==> config.mk <==
export PLATFORM = sky130hd
export DESIGN_NAME = ucc_timer
export DESIGN_NICKNAME = d
export VERILOG_FILES = /design/src/verilog/ucc_pkg.sv /design/src/verilog/ucc_timer.sv
export VERILOG_INCLUDE_DIRS = /design/src /design/src/verilog
export SDC_FILE = /design/constraint.sdc
export NUM_CORES = 1
export LEC_CHECK = 0
export BUFFER_PORTS_ARGS = -buffer_cell sky130_fd_sc_hd__clkbuf_2
export CORE_AREA = 3 3 229 231
export CTS_BUF_LIST = sky130_fd_sc_hd__clkbuf_8 sky130_fd_sc_hd__clkbuf_16
export CTS_CLUSTER_SIZE = 25
export DETAILED_ROUTE_END_ITERATION = 8
export DIE_AREA = 0 0 232 234
export GPL_TIMING_DRIVEN = 1
export PLACE_DENSITY = 0.88
export SLEW_MARGIN = 20
export SYNTH_ARGS = -nofsm -noshare
export SYNTH_HDL_FRONTEND = slang
export SYNTH_SLANG_ARGS = --single-unit
==> constraint.sdc <==
create_clock -name pclk -period 13.4 [get_ports pclk]
set_input_delay 3.35 -clock pclk [delete_from_list [all_inputs] [get_ports pclk]]
set_output_delay 3.35 -clock pclk [all_outputs]
set_load 0.05 [all_outputs]
==> src/verilog/ucc_defs.svh <==
// register offsets, reset values and fixed counts of the capture/compare timer
// assumes inclusion by bare name from the design file
`ifndef UCC_DEFS_SVH
`define UCC_DEFS_SVH
// ======================================================================
// byte offsets on the apb side
`define UCC_OFS_CTRL 8'h00
`define UCC_OFS_STAT 8'h04
`define UCC_OFS_COUNT 8'h08
`define UCC_OFS_CH_BASE 8'h10
`define UCC_OFS_CH_END 8'h48
// ======================================================================
// field positions
`define UCC_CTRL_CLR_BIT 9
`define UCC_CTRL_WIDTH 9
`define UCC_CCTL_WIDTH 14
`define UCC_CCTL_LEVEL_BIT 14
// ======================================================================
// reset values
`define UCC_CTRL_RST 9'h000
`define UCC_CCTL_RST 14'h0000
`define UCC_WORD_RST 16'h0000
// ======================================================================
// counts
`define UCC_CHANNELS 7
`define UCC_MAX_8 16'h00FF
`define UCC_MAX_10 16'h03FF
`define UCC_MAX_12 16'h0FFF
`define UCC_MAX_16 16'hFFFF
`endif

==> src/verilog/ucc_pkg.sv <==
// types shared by the capture/compare timer
// assumes the defs header supplies the numbers
package ucc_pkg;
    typedef enum logic [1:0] {
        UCC_STOP,
        UCC_UP,
        UCC_CONT,
        UCC_UPDN
    } ucc_mode_t;

    typedef struct packed {
        logic float_sel;
        logic [1:0] latch_group_mode;
        logic [1:0] div;
        logic [1:0] len;
        ucc_mode_t mode;
    } ucc_ctrl_t;

    typedef struct packed {
        logic drive_level_bit;
        logic [2:0] waveform_mode_select;
        logic [1:0] latch_load_mode;
        logic channel_event_flag;
        logic sample_overrun;
        logic sample_sync;
        logic [1:0] edge_choice;
        logic [1:0] sample_source_select;
        logic mode_is_sampling;
    } ucc_cctl_t;
endpackage

==> src/verilog/ucc_timer.sv <==
// up/down counter, seven capture/compare channels and output units
// assumes an apb master on pclk; pins are asynchronous and synchronised here
`timescale 1ns/1ps
`default_nettype none
`include "ucc_defs.svh"

// Overview of operation
// up/down with period above length maximum acts continuous, never wraps down.
// direction survives stop; clear bit zeroes direction, count and divider.
// up/down sets channel 0 flag at period, wrap flag at one-to-zero.
// period change while descending only applies after reaching zero.
// rising with a new period at or above count, climb to it.
// rising with new period below count, turn down; one extra count allowed.
// seven identical channels, each capture or compare.
// capture copies count on chosen edge of chosen input, sets flag.
// sync bit aligns capture to next timer clock edge.
// second capture before read sets overrun; only software clears it.
// fixed source with toggle bit gives one software capture per toggle.
// compare mode flags and pulses match when count reaches channel latch.
// latch hidden; loaded from buffer on write or at zero.
// mode 10 loads at zero or, in up/down only, at old period; mode 11 at old latch.
// group mode selects none, pairs, triples or all channels.
// lowest member governs, channel 1 for all; zero governor means immediate.
// group loads only after every member buffer written, then load event.
// float pin selected and high puts every output high impedance.
// waveform output changes on timer clock, except mode 000 follows drive bit and mode 001 clears on the clear bit.
// modes 001 set, 101 reset, 100 toggle on channel match.
// modes 010 toggle/reset and 011 set/reset on channel/period match.
// modes 110 toggle/set and 111 reset/set on channel/period match.
module ucc_timer (
    input wire logic pclk,
    input wire logic presetn,
    input wire logic psel,
    input wire logic penable,
    input wire logic pwrite,
    input wire logic [7:0] paddr,
    input wire logic [31:0] pwdata,
    output logic [31:0] prdata,
    output logic pready,
    output logic pslverr,
    input wire logic [6:0] sample_input_a,
    input wire logic [6:0] sample_input_b,
    input wire logic float_all_pin,
    output logic [6:0] unit_signal,
    output logic [6:0] unit_oe_n
);
    // ==================================================================
    // helpers
    function automatic logic [2:0] ucc_gov(input logic [2:0] n,
                                           input logic [1:0] g);
        logic [2:0] r;
        r = n;
        unique case (g)
            2'h0: r = n;
            2'h1: r = n[0] ? n : ((n == 3'h0) ? 3'h0 : n - 3'h1);
            2'h2: r = (n == 3'h0) ? 3'h0 : ((n <= 3'h3) ? 3'h1 : 3'h4);
            2'h3: r = 3'h1;
        endcase
        return r;
    endfunction

    function automatic logic [15:0] ucc_max(input logic [1:0] len);
        logic [15:0] r;
        r = `UCC_MAX_16;
        unique case (len)
            2'h0: r = `UCC_MAX_8;
            2'h1: r = `UCC_MAX_10;
            2'h2: r = `UCC_MAX_12;
            2'h3: r = `UCC_MAX_16;
        endcase
        return r;
    endfunction

    // ==================================================================
    // state
    ucc_pkg::ucc_ctrl_t ctrl;
    ucc_pkg::ucc_cctl_t cctl [7];
    logic [15:0] count, next_count, maxc, per;
    logic [15:0] chan_buf [7];
    logic [15:0] chan_latch [7];
    logic dir, next_dir, wrap_flag;
    logic [2:0] div_cnt;
    logic tclk, run, step, zero_evt;
    logic [6:0] sa1, sa2, sa3, sa_f, sb1, sb2, sb3, sb_f;
    logic [2:0] fl_s;
    logic fl_f, float_on;
    logic [6:0] lvl, lvl_d, cap_req, cap_do, pend, unread, written;
    logic [6:0] match, load, imm;

    // ==================================================================
    // apb decode
    logic acc, wr, rd, in_ch, clr;
    logic [7:0] choff;
    logic [2:0] ch;
    logic [31:0] next_rdata;
    assign acc = psel && penable;
    assign wr = acc && pwrite;
    assign rd = acc && !pwrite;
    assign in_ch = paddr >= `UCC_OFS_CH_BASE && paddr < `UCC_OFS_CH_END;
    assign choff = paddr - `UCC_OFS_CH_BASE;
    assign ch = choff[5:3];
    assign clr = wr && paddr == `UCC_OFS_CTRL && pwdata[`UCC_CTRL_CLR_BIT];
    assign maxc = ucc_max(ctrl.len);
    assign per = chan_latch[0];

    always_comb begin
        next_rdata = 32'h0000_0000;
        if (paddr == `UCC_OFS_CTRL) begin
            next_rdata[8:0] = ctrl;
        end else if (paddr == `UCC_OFS_STAT) begin
            next_rdata[2:0] = {fl_f, dir, wrap_flag};
        end else if (paddr == `UCC_OFS_COUNT) begin
            next_rdata[15:0] = count;
        end else if (in_ch && paddr[2]) begin
            next_rdata[15:0] = chan_buf[ch];
        end else if (in_ch) begin
            next_rdata[`UCC_CCTL_LEVEL_BIT:0] = {lvl[ch], cctl[ch]};
        end
    end

    // zero wait states; read data prepared during the setup cycle
    always_ff @(posedge pclk or negedge presetn) begin
        if (!presetn) begin
            prdata <= 32'h0000_0000;
            pready <= 1'b0;
            pslverr <= 1'b0;
        end else begin
            pready <= 1'b1;
            if (psel && !penable) begin
                prdata <= pwrite ? 32'h0000_0000 : next_rdata;
                pslverr <= !(in_ch || paddr == `UCC_OFS_CTRL
                    || paddr == `UCC_OFS_STAT || paddr == `UCC_OFS_COUNT)
                    || paddr[1:0] != 2'h0;
            end
        end
    end

    always_ff @(posedge pclk or negedge presetn) begin
        if (!presetn) begin
            ctrl <= `UCC_CTRL_RST;
        end else if (wr && paddr == `UCC_OFS_CTRL) begin
            ctrl <= pwdata[`UCC_CTRL_WIDTH-1:0];
        end
    end

    // ==================================================================
    // pin synchronisers: change accepted when stages two and three agree
    always_ff @(posedge pclk or negedge presetn) begin
        if (!presetn) begin
            {sa1, sa2, sa3, sa_f} <= 28'h0000000;
            {sb1, sb2, sb3, sb_f} <= 28'h0000000;
            {fl_s, fl_f} <= 4'h0;
        end else begin
            {sa3, sa2, sa1} <= {sa2, sa1, sample_input_a};
            {sb3, sb2, sb1} <= {sb2, sb1, sample_input_b};
            fl_s <= {fl_s[1:0], float_all_pin};
            for (int i = 0; i < 7; i++) begin
                if (sa2[i] == sa3[i]) sa_f[i] <= sa3[i];
                if (sb2[i] == sb3[i]) sb_f[i] <= sb3[i];
            end
            if (fl_s[1] == fl_s[2]) fl_f <= fl_s[2];
        end
    end

    // ==================================================================
    // divider and counter
    assign tclk = div_cnt == 3'h0;
    assign run = ctrl.mode != ucc_pkg::UCC_STOP
        && !(ctrl.mode != ucc_pkg::UCC_CONT && per == 16'h0000);
    assign step = tclk && run;
    assign zero_evt = step && next_count == 16'h0000;

    always_ff @(posedge pclk or negedge presetn) begin
        if (!presetn) begin
            div_cnt <= 3'h0;
        end else if (clr) begin
            div_cnt <= 3'h0;
        end else begin
            div_cnt <= tclk ? 3'((4'h1 << ctrl.div) - 4'h1) : div_cnt - 3'h1;
        end
    end

    always_comb begin
        next_count = count;
        next_dir = dir;
        unique case (ctrl.mode)
            ucc_pkg::UCC_STOP: next_count = count;
            ucc_pkg::UCC_UP:
                next_count = (count >= per) ? 16'h0000 : count + 16'h0001;
            ucc_pkg::UCC_CONT:
                next_count = (count >= maxc) ? 16'h0000 : count + 16'h0001;
            ucc_pkg::UCC_UPDN: begin
                if (per > maxc) begin

                    next_count = (count >= maxc) ? 16'h0000 : count + 16'h0001;
                end else if (!dir) begin
                    // a lowered period below count turns at once
                    if (count >= per) begin
                        next_dir = 1'b1;
                        next_count = count - 16'h0001;
                    end else begin
                        next_count = count + 16'h0001;
                    end
                end else begin
                    // descent ignores the period
                    next_count = count - 16'h0001;
                    if (count == 16'h0001) next_dir = 1'b0;
                end
            end
        endcase
    end

    // direction is only touched by counting or clear
    always_ff @(posedge pclk or negedge presetn) begin
        if (!presetn) begin
            count <= `UCC_WORD_RST;
            dir <= 1'b0;
        end else if (clr) begin
            count <= `UCC_WORD_RST;
            dir <= 1'b0;
        end else if (wr && paddr == `UCC_OFS_COUNT) begin
            count <= pwdata[15:0] & maxc;
        end else if (step) begin
            count <= next_count;
            dir <= next_dir;
        end
    end

    // hardware set wins over software clear
    always_ff @(posedge pclk or negedge presetn) begin
        if (!presetn) begin
            wrap_flag <= 1'b0;
        end else if (step && next_count == 16'h0000 && count != 16'h0000) begin
            wrap_flag <= 1'b1;
        end else if (wr && paddr == `UCC_OFS_STAT) begin
            wrap_flag <= pwdata[0];
        end
    end

    // ==================================================================
    // capture path
    always_comb begin
        for (int i = 0; i < 7; i++) begin
            unique case (cctl[i].sample_source_select)
                2'h0: lvl[i] = sa_f[i];
                2'h1: lvl[i] = sb_f[i];
                2'h2: lvl[i] = 1'b0;
                2'h3: lvl[i] = 1'b1;
            endcase
            cap_req[i] = cctl[i].mode_is_sampling
                && ((cctl[i].edge_choice[0] && lvl[i] && !lvl_d[i])
                || (cctl[i].edge_choice[1] && !lvl[i] && lvl_d[i]));
            cap_do[i] = cctl[i].sample_sync
                ? (cap_req[i] || pend[i]) && tclk : cap_req[i];
            match[i] = step && !cctl[i].mode_is_sampling
                && next_count == chan_latch[i];
        end
    end

    always_ff @(posedge pclk or negedge presetn) begin
        if (!presetn) begin
            lvl_d <= 7'h00;
            pend <= 7'h00;
            unread <= 7'h00;
        end else begin
            lvl_d <= lvl;
            for (int i = 0; i < 7; i++) begin
                pend[i] <= cctl[i].sample_sync
                    && (cap_req[i] || pend[i]) && !tclk;
                if (cap_do[i]) unread[i] <= 1'b1;
                else if (rd && in_ch && paddr[2] && ch == 3'(i))
                    unread[i] <= 1'b0;
            end
        end
    end

    // one register set per channel
    always_ff @(posedge pclk or negedge presetn) begin
        if (!presetn) begin
            for (int i = 0; i < 7; i++) cctl[i] <= `UCC_CCTL_RST;
        end else begin
            for (int i = 0; i < 7; i++) begin
                if (wr && in_ch && !paddr[2] && ch == 3'(i))
                    cctl[i] <= pwdata[`UCC_CCTL_WIDTH-1:0];
                if (cap_do[i] || match[i])
                    cctl[i].channel_event_flag <= 1'b1;
                if (cap_do[i] && unread[i])
                    cctl[i].sample_overrun <= 1'b1;
            end
        end
    end

    // ==================================================================
    // buffer and hidden compare latch
    always_comb begin
        for (int i = 0; i < 7; i++) begin
            logic [2:0] g;
            logic done;
            logic ev;
            g = ucc_gov(3'(i), ctrl.latch_group_mode);
            done = 1'b1;
            for (int m = 0; m < 7; m++) begin
                if (ucc_gov(3'(m), ctrl.latch_group_mode) == g)
                    done = done && written[m];
            end
            ev = 1'b0;
            unique case (cctl[g].latch_load_mode)
                2'h0: ev = 1'b0;
                2'h1: ev = zero_evt;
                2'h2: ev = zero_evt || (step && ctrl.mode == ucc_pkg::UCC_UPDN
                    && next_count == per);
                2'h3: ev = step && next_count == chan_latch[g];
            endcase
            imm[i] = cctl[g].latch_load_mode == 2'h0;
            load[i] = !imm[i] && ev && done;
        end
    end

    always_ff @(posedge pclk or negedge presetn) begin
        if (!presetn) begin
            written <= 7'h00;
            for (int i = 0; i < 7; i++) begin
                chan_buf[i] <= `UCC_WORD_RST;
                chan_latch[i] <= `UCC_WORD_RST;
            end
        end else begin
            for (int i = 0; i < 7; i++) begin
                if (cap_do[i]) begin
                    chan_buf[i] <= count;
                end else if (wr && in_ch && paddr[2] && ch == 3'(i)) begin
                    chan_buf[i] <= pwdata[15:0];
                    if (imm[i]) chan_latch[i] <= pwdata[15:0];
                end
                if (load[i]) chan_latch[i] <= chan_buf[i];
                if (wr && in_ch && paddr[2] && ch == 3'(i) && !imm[i])
                    written[i] <= 1'b1;
                else if (load[i] || imm[i])
                    written[i] <= 1'b0;
            end
        end
    end

    // ==================================================================
    // output units; mode 000 lags the write by one pclk only
    always_ff @(posedge pclk or negedge presetn) begin
        if (!presetn) begin
            unit_signal <= 7'h00;
        end else begin
            for (int i = 0; i < 7; i++) begin
                unique case (cctl[i].waveform_mode_select)
                    3'h0: unit_signal[i] <= cctl[i].drive_level_bit;
                    3'h1: begin
                        if (clr) unit_signal[i] <= 1'b0;
                        else if (match[i]) unit_signal[i] <= 1'b1;
                    end
                    3'h2: begin
                        if (match[0]) unit_signal[i] <= 1'b0;
                        else if (match[i]) unit_signal[i] <= !unit_signal[i];
                    end
                    3'h3: begin
                        if (match[0]) unit_signal[i] <= 1'b0;
                        else if (match[i]) unit_signal[i] <= 1'b1;
                    end
                    3'h4: if (match[i]) unit_signal[i] <= !unit_signal[i];
                    3'h5: if (match[i]) unit_signal[i] <= 1'b0;
                    3'h6: begin
                        if (match[0]) unit_signal[i] <= 1'b1;
                        else if (match[i]) unit_signal[i] <= !unit_signal[i];
                    end
                    3'h7: begin
                        if (match[0]) unit_signal[i] <= 1'b1;
                        else if (match[i]) unit_signal[i] <= 1'b0;
                    end
                endcase
            end
        end
    end

    assign float_on = ctrl.float_sel && fl_f;
    always_ff @(posedge pclk or negedge presetn) begin
        if (!presetn) unit_oe_n <= 7'h00;
        else unit_oe_n <= {7{float_on}};
    end
endmodule
`default_nettype wire

### Word-level counts from Yosys, hierarchy flattened

Cells that the tools add are included.

| storage, ports and cells | value |
|---|---|
| flip-flop bits (word level) | 482 |
| input port bits | 60 |
| logic and storage cells | 1,019 |
| output and inout port bits | 48 |

| operators by class | value |
|---|---|
| add/subtract/negate cells | 5 |
| multiplexer cells | 301 |
| order comparisons | 14 |
| bitwise logic cells | 9 |
| reduce and logical (&&, ||, !) cells | 367 |
| shifts and indexed selects | 1 |
| equal/unequal tests | 192 |

Operator list:

| operator | number |
|---|---|
| 2-to-1 mux 16 bit | 68 |
| binary-select mux 16 bit (select 3 bit) | 8 |
| binary-select mux 14 bit (select 3 bit) | 8 |
| == test 16 bit | 14 |
| logical AND 1 bit | 191 |
| 2-to-1 mux 1 bit | 155 |
| 2-to-1 mux 10 bit | 14 |
| one-hot mux 16 bit (4 select lines) | 2 |
| == test 3 bit | 42 |
| nonzero test 2 bit | 54 |
| == test 3 bit, second input constant | 31 |
| == test 2 bit, second input constant | 34 |
| 2-to-1 mux 8 bit | 7 |
| one-hot mux 1 bit (4 select lines) | 14 |
| == test 3 x 2 -> 1 bit, second input constant | 16 |
| one-hot mux 1 bit (8 select lines) | 6 |
| logical NOT 1 bit | 41 |
| == test 2 x 1 -> 1 bit, second input constant | 17 |
| logical NOT 2 bit | 17 |
| logical OR 1 bit | 33 |
| >= comparator 16 bit | 2 |
| >= comparator 4 bit, second input constant | 8 |
| logical NOT 16 bit | 2 |
| NOT 3 -> 4 bit | 8 |
| other kinds (38) | 97 |

### Depth between registers and ports, before layout

Gate-level depths: netlist of run 1.

| logic depth | value |
|---|---|
| word-level depth | 20 |
| mapped depth | 23 |
| gate-level depth less buffers | 19 |

### Least setup slack after synthesis of run 1

No wires, ideal clock.

| timing | value |
|---|---|
| path kind | input-to-reg |
| start | in paddr[1] |
| end | reg chan_latch[53] in the netlist's numbering |
| data required time | 13.275 ns |
| arrival | 7.025 ns |
| setup time | 0.125 ns |
| cell stages on the path | 14 |
| slack | 6.250 ns |
| buffers on the path | 2 |
| cells stage by stage | or2_2 nor3_1 nand2_1 a21oi_1 a31oi_1 or2_2 or3_1 clkbuf_1 nor2_1 inv_1 nor3_1 clkbuf_1 mux2_2 mux2_2 |

| on the way | value |
|---|---|
| word-level cells in the longest chain between the ends | 7 |
| elaborated cells on any way between the ends | 10 |
| classes of those cells | add/sub: 1; order compare: 2; eq/ne: 1; reduce/logical: 6 |

RTL lines:

| element | line | text |
|---|---|---|
| start, declared | ucc_timer.sv:36 | `input wire logic [7:0] paddr,` |
| >= comparator 8 x 5 -> 1 bit (no line) / < comparator 8 x 7 -> 1 bit (equally long branches) | n/a |  |
| logical AND 1 bit (no line) | n/a |  |
| logical AND 1 bit (2 in a row) | ucc_timer.sv:330 | `end else if (wr && in_ch && paddr[2] && ch == 3'(i)) begin` |
| logical AND 1 bit * | ucc_timer.sv:330 |  |
| nonzero test 2 bit (no line) * | n/a |  |
| AND reduction 3 bit (no line) * | n/a |  |
| end signal, assigned by index | ucc_timer.sv:324 | `` chan_latch[i] <= `UCC_WORD_RST; `` |
| end signal, assigned by index | ucc_timer.sv:332 | `if (imm[i]) chan_latch[i] <= pwdata[15:0];` |
| end signal, assigned by index | ucc_timer.sv:334 | `if (load[i]) chan_latch[i] <= chan_buf[i];` |
| end, declared | ucc_timer.sv:80 | `logic [15:0] chan_latch [7];` |

Mark *: on every way between the ends. The rest lies on a longest branch, timed or not.
A chain may end at the register's enable or synchronous reset.

### Worst setup path after layout of run 1

| timing | value |
|---|---|
| start | in paddr[4] |
| end | reg chan_latch[11] in the netlist's numbering |

Same word-level chain as after synthesis.

==> results of run 1 <==
==> critical path, delay by kind of cell <==
kind	cells	cell delay, ps
AND/OR/NAND/NOR	5	2440
buffers and inverters	3	1190
multiplexers	2	730
adder cells (fa/ha/maj)	1	350
AO/OA/AOI/OAI	1	80
==> layout make-up <==
type / instances / area (um^2) / share of cell area
flip-flops and latches: 466 / 11700 / 0.357
well taps: 672 / 841 / 0.0257
diodes: 4 / 10.0 / 0.000306
multi-input cells: 2321 / 17400 / 0.531
repair buffers: 156 / 1010 / 0.0311
clock inverters: 27 / 264 / 0.00808
clock buffers: 58 / 1340 / 0.0410
inverters: 49 / 184 / 0.00563
==> power by group through the flow <==
| stage | sequential [mW] | clock [mW] | combinational (mW) |
|---|---|---|---|
| 2_1_floorplan | 1.65 | 0 | 1.26 |
| 3_3_place_gp | 1.67 | 0 | 1.85 |
| 3_5_place_dp | 1.68 | 0 | 1.88 |
| 4_1_cts | 1.66 | 1.37 | 1.89 |
| 5_1_grt | 1.67 | 1.42 | 2.09 |
| 6_report | 1.67 | 1.37 | 2.00 |
==> metrics by stage <==
| stage | total power [mW] | utilization |
|---|---|---|
| after floorplan | 2.90 | - |
| after global placement | 3.52 | 0.618 |
| after detailed placement | 3.56 | 0.618 |
| after CTS | 4.92 | 0.650 |
| after global routing | 5.18 | 0.650 |
| final | 5.04 | 0.650 |
==> layer usage <==
metal	vias to the layer above	track usage	share of wire
met2	2394	0.604	0.41
met1	13000	0.521	0.34
met4	6	0.304	0.095
met5	-	0	0.00041
met3	736	0.142	0.15
li1	11100	-	-
==> path summary, 6_finish.rpt <==
| check | startpoint | endpoint | slack (ps) |
|---|---|---|---|
| max in group asynchronous | presetn | chan_latch[6]$_DFFE_PN0P_ | 8340 |
| min reg2reg | sa1[5]$_DFF_PN0_ | sa2[5]$_DFF_PN0_ | 350 |
| max reg2reg | count[10]$_DFFE_PN0P_ | chan_latch[67]$_DFFE_PN0P_ | 5780 |
| max | paddr[4] | chan_latch[11]$_DFFE_PN0P_ | 5670 |
| min in group asynchronous | presetn | sb1[6]$_DFF_PN0_ | 2770 |
| min | sa1[5]$_DFF_PN0_ | sa2[5]$_DFF_PN0_ | 350 |
==> cells by family (layout without fill, tap and decap cells) <==
| logic type | after synthesis | count (layout) | share of synthesized area |
|---|---|---|---|
| simple gates | 838 | 838 | 0.138 |
| compound gates | 675 | 675 | 0.143 |
| mux | 534 | 534 | 0.207 |
| flops | 466 | 466 | 0.387 |
| buf+inv | 307 | 290 | 0.0427 |
| xor+xnor | 191 | 191 | 0.0555 |
| fa+ha+maj | 66 | 66 | 0.0262 |
| other cells | 2 | 21 | 0.000249 |
==> synth_stat cells (all sizes together), types with 19 or more instances <==
cell type / instances / share of area
a31oi: 20 / 0.0042
or3: 21 / 0.0044
nor4: 38 / 0.0095
buf: 72 / 0.013
xor2: 72 / 0.021
nor2: 151 / 0.020
a211oi: 29 / 0.0082
inv: 47 / 0.0059
nand2: 326 / 0.041
dfrtp: 466 / 0.39
mux2i: 261 / 0.087
mux4: 47 / 0.035
mux2: 226 / 0.086
xnor2: 119 / 0.035
nor3: 65 / 0.012
clkbuf: 186 / 0.023
a221o: 30 / 0.010
ha: 51 / 0.021
o22ai: 22 / 0.0048
nand3: 37 / 0.0063
nor2b: 19 / 0.0039
a21boi: 23 / 0.0057
o211ai: 22 / 0.0058
nand4: 41 / 0.0087
and2: 29 / 0.0060
o21ai: 300 / 0.050
nand2b: 25 / 0.0052
a21oi: 108 / 0.018
==> registers in the layout (all words and copies together), names as in the netlist, 7 cells and up <==
register	flops
count	16
sb1	7
unread	7
chan_latch	96
prdata	16
sb3	7
lvl_d	7
sa_f	7
unit_signal	7
pend	7
cctl	98
written	7
sa1	7
sb_f	7
ctrl	9
sa3	7
chan_buf	112
sa2	7
per	16
sb2	7
==> results.py, run 1 <==
metrics = {
    "outcome": {
        "status": "complete, but fails checks",
        "violations": "DRC",
    },
    "timing": {
        "fmax_mhz": 129,
        "period_share": 0.577,
        "fin_skew_ps": 35.6,
        "setup_viol": 0,
        "slew_violations": 0,
        "setup_ws_ps": 5670,
        "timing.final.hold_violations": 0,
        "grt_setup_unrepaired": "false",
        "period_needed_ps": 7730,
        "worst_pin_slew_ps": 1230,
        "holdWs_ps": 347,
        "relSlewSlack": 0.170,
        "setup_tns_ps": 0,
    },
    "floorplan": {
        "num_io_pins": 108,
        "start_util": 0.599,
        "die-area_mm2": 0.0543,
        "row_count": 82,
        "coreArea_mm2": 0.0503,
        "die_h_um": 234,
        "die_w_um": 232,
    },
    "grt": {
        "antenna_found_initial": 9,
        "grt_pass1_vias": 26500,
        "grt_max_degree": 136,
        "grt_pass1_wl_um": 168000,
        "overflow": 0,
        "track_usage": 0.417,
    },
    "routing": {
        "avgRoutedWirePerCell_um": 30.7,
        "drtIter0Drc": 4254,
        "routed_wl_um": 115000,
        "vias": 27200,
        "drt_drc_violations_left": 4,
        "drtPass1Iterations": 9,
        "via_per_inst": 7.24,
        "antenna_left": 0,
    },
    "yosys": {
        "synth-seq-area-share": 0.387,
        "synthFlopType": "dfrtp_1",
        "ys_seq_elements": 466,
        "synth.avg_cell_area_um2": 9.78,
        "async_flop_share": 1.00,
        "synth_edf_count": 0,
        "synth_warnings": 0,
        "syn_inst": 3079,
        "synthDistinctLibCells": 110,
        "mappedNetlistArea_mm2": 0.0301,
    },
    "power": {
        "p_leak_nw": 13.4,
        "switching_share": 0.411,
        "internal-power_mw": 2.97,
        "peakVddDrop_mv": 0.119,
        "p_clk_frac": 0.272,
        "powerDensity_mw_per_mm2": 154,
        "netSwitchingPower_mw": 2.07,
        "pwr-share-comb": 0.397,
        "pwr-share-seq": 0.331,
    },
    "critical_path": {
        "slowest_stage": "or4_1",
        "slowest_delay_ps": 920,
        "worst_setup_path_start_kind": "input port",
        "r2r_cells": 14,
        "required_ps": 13880,
        "critPathArrivalTime_ps": 8210,
        "worstSetupPathType": "in -> reg",
        "endpoint_kind": "flip-flop",
        "cp_cell_sequence": "buf_4 -> inv_1 -> ha_1 -> nand2_1 -> a31oi_1 -> or2_2 -> or3_1 -> or4_1 -> buf_4 -> or4_1 -> mux2_2 -> mux2_2",
        "worstPathMaxFanout": 38,
    },
    "placement": {
        "io_buffers": 75,
        "routabilityCongestion": 1.06,
        "place_area_mm2": 0.0311,
        "dp_cells": 3664,
        "dp_slack_ps": 5300,
        "hpwl_um": 77100,
    },
    "final_layout": {
        "area_growth_pct": 8.48,
        "finalNetCount": 3152,
        "final_common_cell": "dfrtp_1",
        "finalNonFillerCells": 3753,
        "layout-drive-gt1-share": 0.185,
        "final_area_mm2": 0.0327,
        "fill_cells": 3797,
        "final_cell_mix": "dfrtp_1 (464), nand2_1 (326), o21ai_0 (298)",
    },
    "clock_network": {
        "hold_buffers": 0,
        "cts_tree": "built",
        "post_cts_buffers": 0,
        "clock_sinks": 466,
        "clockRootBuffer": "clkbuf_16",
        "cts_made_buffers": 47,
        "clk_latency_ps": 630,
        "path_clk_slew_ps": 60,
        "h-tree-depth": 2,
        "clk_path_buf_depth": 3,
        "cts_resized": 0,
    },
    "hold_path": {
        "hp-class": "reg -> reg",
        "min_path_cells": 0,
    },
    "run": {
        "cap_violations": 0,
    },
}
Power figures use the tool's default switching activity.
==> inputs of run 2 (changes only) <==
==> constraint.sdc (replaced) <==
create_clock -name pclk -period 7.5 [get_ports pclk]
set_input_delay 1.875 -clock pclk [delete_from_list [all_inputs] [get_ports pclk]]
set_output_delay 1.875 -clock pclk [all_outputs]
set_load 0.05 [all_outputs]
==> results.py, run 2 (synthesis results as in run 1) <==
metrics = {
    "power": {
        "power.total_mw": 9.04,
        "p_leak_nw": 13.5,
        "powerDensity_mw_per_mm2": 275,
        "peakVddDrop_mv": 0.264,
    },
    "timing": {
        "fmax_mhz": 153,
        "setup_viol": 0,
        "setup_ws_ps": 948,
        "holdWs_ps": 349,
        "grt_setup_unrepaired": "false",
        "slew_violations": 0,
        "timing.final.hold_violations": 0,
        "period_share": 0.874,
        "fin_skew_ps": 28.6,
        "worst_pin_slew_ps": 1190,
        "period_needed_ps": 6550,
        "setup_tns_ps": 0,
        "relSlewSlack": 0.207,
    },
    "routing": {
        "vias": 27400,
        "drtPass1Iterations": 9,
        "antenna_left": 0,
        "via_per_inst": 7.26,
        "routed_wl_um": 116000,
        "drt_drc_violations_left": 0,
        "drtIter0Drc": 4306,
        "avgRoutedWirePerCell_um": 30.8,
    },
    "floorplan": {
        "die_w_um": 232,
        "die_h_um": 234,
        "row_count": 82,
        "die-area_mm2": 0.0543,
        "coreArea_mm2": 0.0503,
        "start_util": 0.599,
        "num_io_pins": 108,
    },
    "clock_network": {
        "hold_buffers": 0,
        "clk_latency_ps": 610,
        "cts_resized": 0,
        "path_clk_slew_ps": 70,
        "clk_path_buf_depth": 3,
        "cts_tree": "built",
        "cts_made_buffers": 48,
        "clock_sinks": 466,
        "clockRootBuffer": "clkbuf_16",
        "post_cts_buffers": 0,
        "h-tree-depth": 2,
    },
    "final_layout": {
        "finalNetCount": 3176,
        "final_common_cell": "dfrtp_1",
        "regMostFlops": "chan_buf",
        "reg.largest.list": "chan_buf: 112 flops, cctl: 98 flops, chan_latch: 96 flops",
        "finalNonFillerCells": 3773,
        "layout-drive-gt1-share": 0.191,
        "final_cell_mix": "dfrtp_1 (464), nand2_1 (326), o21ai_0 (298)",
        "area_growth_pct": 9.01,
        "final_area_mm2": 0.0328,
        "final_util": 0.653,
        "largest_reg_flops": 112,
    },
    "critical_path": {
        "required_ps": 7990,
        "endpoint_kind": "flip-flop",
        "worstPathMaxFanout": 10,
        "cp_cell_sequence": "nand2_1 -> ha_1 -> o21ai_0 -> o211ai_1 -> o211ai_2 -> a2111oi_2 -> o21ai_0 -> buf_4 -> a21oi_1 -> xor2_1 -> or4_1 -> or3b_2 -> or4_1 -> ha_1 -> o211ai_1 -> o22ai_1 -> nor2_1 -> a31oi_1",
        "crit_family": "compound AO/OA/AOI/OAI gates",
        "critPathArrivalTime_ps": 7040,
        "slowest_delay_ps": 770,
        "slowest_stage": "a2111oi_2",
        "worst_setup_path_start_kind": "flip-flop",
        "worstSetupPathType": "reg -> reg",
        "crit_buf_inv": 1,
    },
    "hold_path": {
        "hp-class": "reg -> reg",
    },
    "grt": {
        "antenna_found_initial": 8,
        "grt_pass1_vias": 26600,
        "overflow": 0,
        "grt_max_degree": 175,
        "grt_pass1_wl_um": 171000,
        "track_usage": 0.424,
    },
    "run": {
        "cap_violations": 0,
    },
    "placement": {
        "io_buffers": 75,
        "hpwl_um": 78400,
        "dp_cells": 3687,
        "dp_slack_ps": 1040,
        "routabilityCongestion": 1.08,
        "place_area_mm2": 0.0312,
    },
    "outcome": {
        "status": "finished, final reports clean",
    },
}
## run 2: cell count changes in the layout (fill, tap and decap cells not counted), sizes merged
cell	previous run	this run
clkbuf	130	132
buf	84	107
bufinv	4	3
diode	4	1
clkinv	13	12
## run 2: power breakdown
group | internal, mW | leakage, nW | switching (mW) | total [mW]
sequential | 2.72 | 5.50 | 0.274 | 2.99
combinational | 1.22 | 7.14 | 2.39 | 3.61
clock | 1.39 | 0.828 | 1.05 | 2.44
## run 2: final timing paths
kind / from / to / slack [ps] / cells past startpoint
setup / recovery: ctrl[2]$_DFFE_PN0P_ / unit_signal[1]$_DFF_PN0_ / 950 / 18
hold / removal: sb1[5]$_DFF_PN0_ / sb2[5]$_DFF_PN0_ / 350 / 0
setup reg to reg: ctrl[2]$_DFFE_PN0P_ / unit_signal[1]$_DFF_PN0_ / 950 / 18
hold reg to reg: sb1[5]$_DFF_PN0_ / sb2[5]$_DFF_PN0_ / 350 / 0
max in group asynchronous: presetn / ctrl[7]$_DFFE_PN0P_ / 4600 / 2
min in group asynchronous: presetn / sb1[6]$_DFF_PN0_ / 1360 / 1
## run 2: cell type report
class / instances / area, um^2
clock inverters: 25 / 230
well taps: 672 / 841
clock buffers: 60 / 1370
repair buffers: 179 / 1200
diodes: 1 / 2.50
flip-flops and latches: 466 / 11700
multi-input cells: 2321 / 17400
fillers: 3782 / 17400
inverters: 49 / 184
## run 2: routing by layer
layer  track usage  up-vias  wire (um)
met5       0.00804        -        121
met4         0.322       10      11400
met3         0.143      713      17200
met2         0.611     2394      48000
met1         0.527    13200      39500
li1              -    11100          -
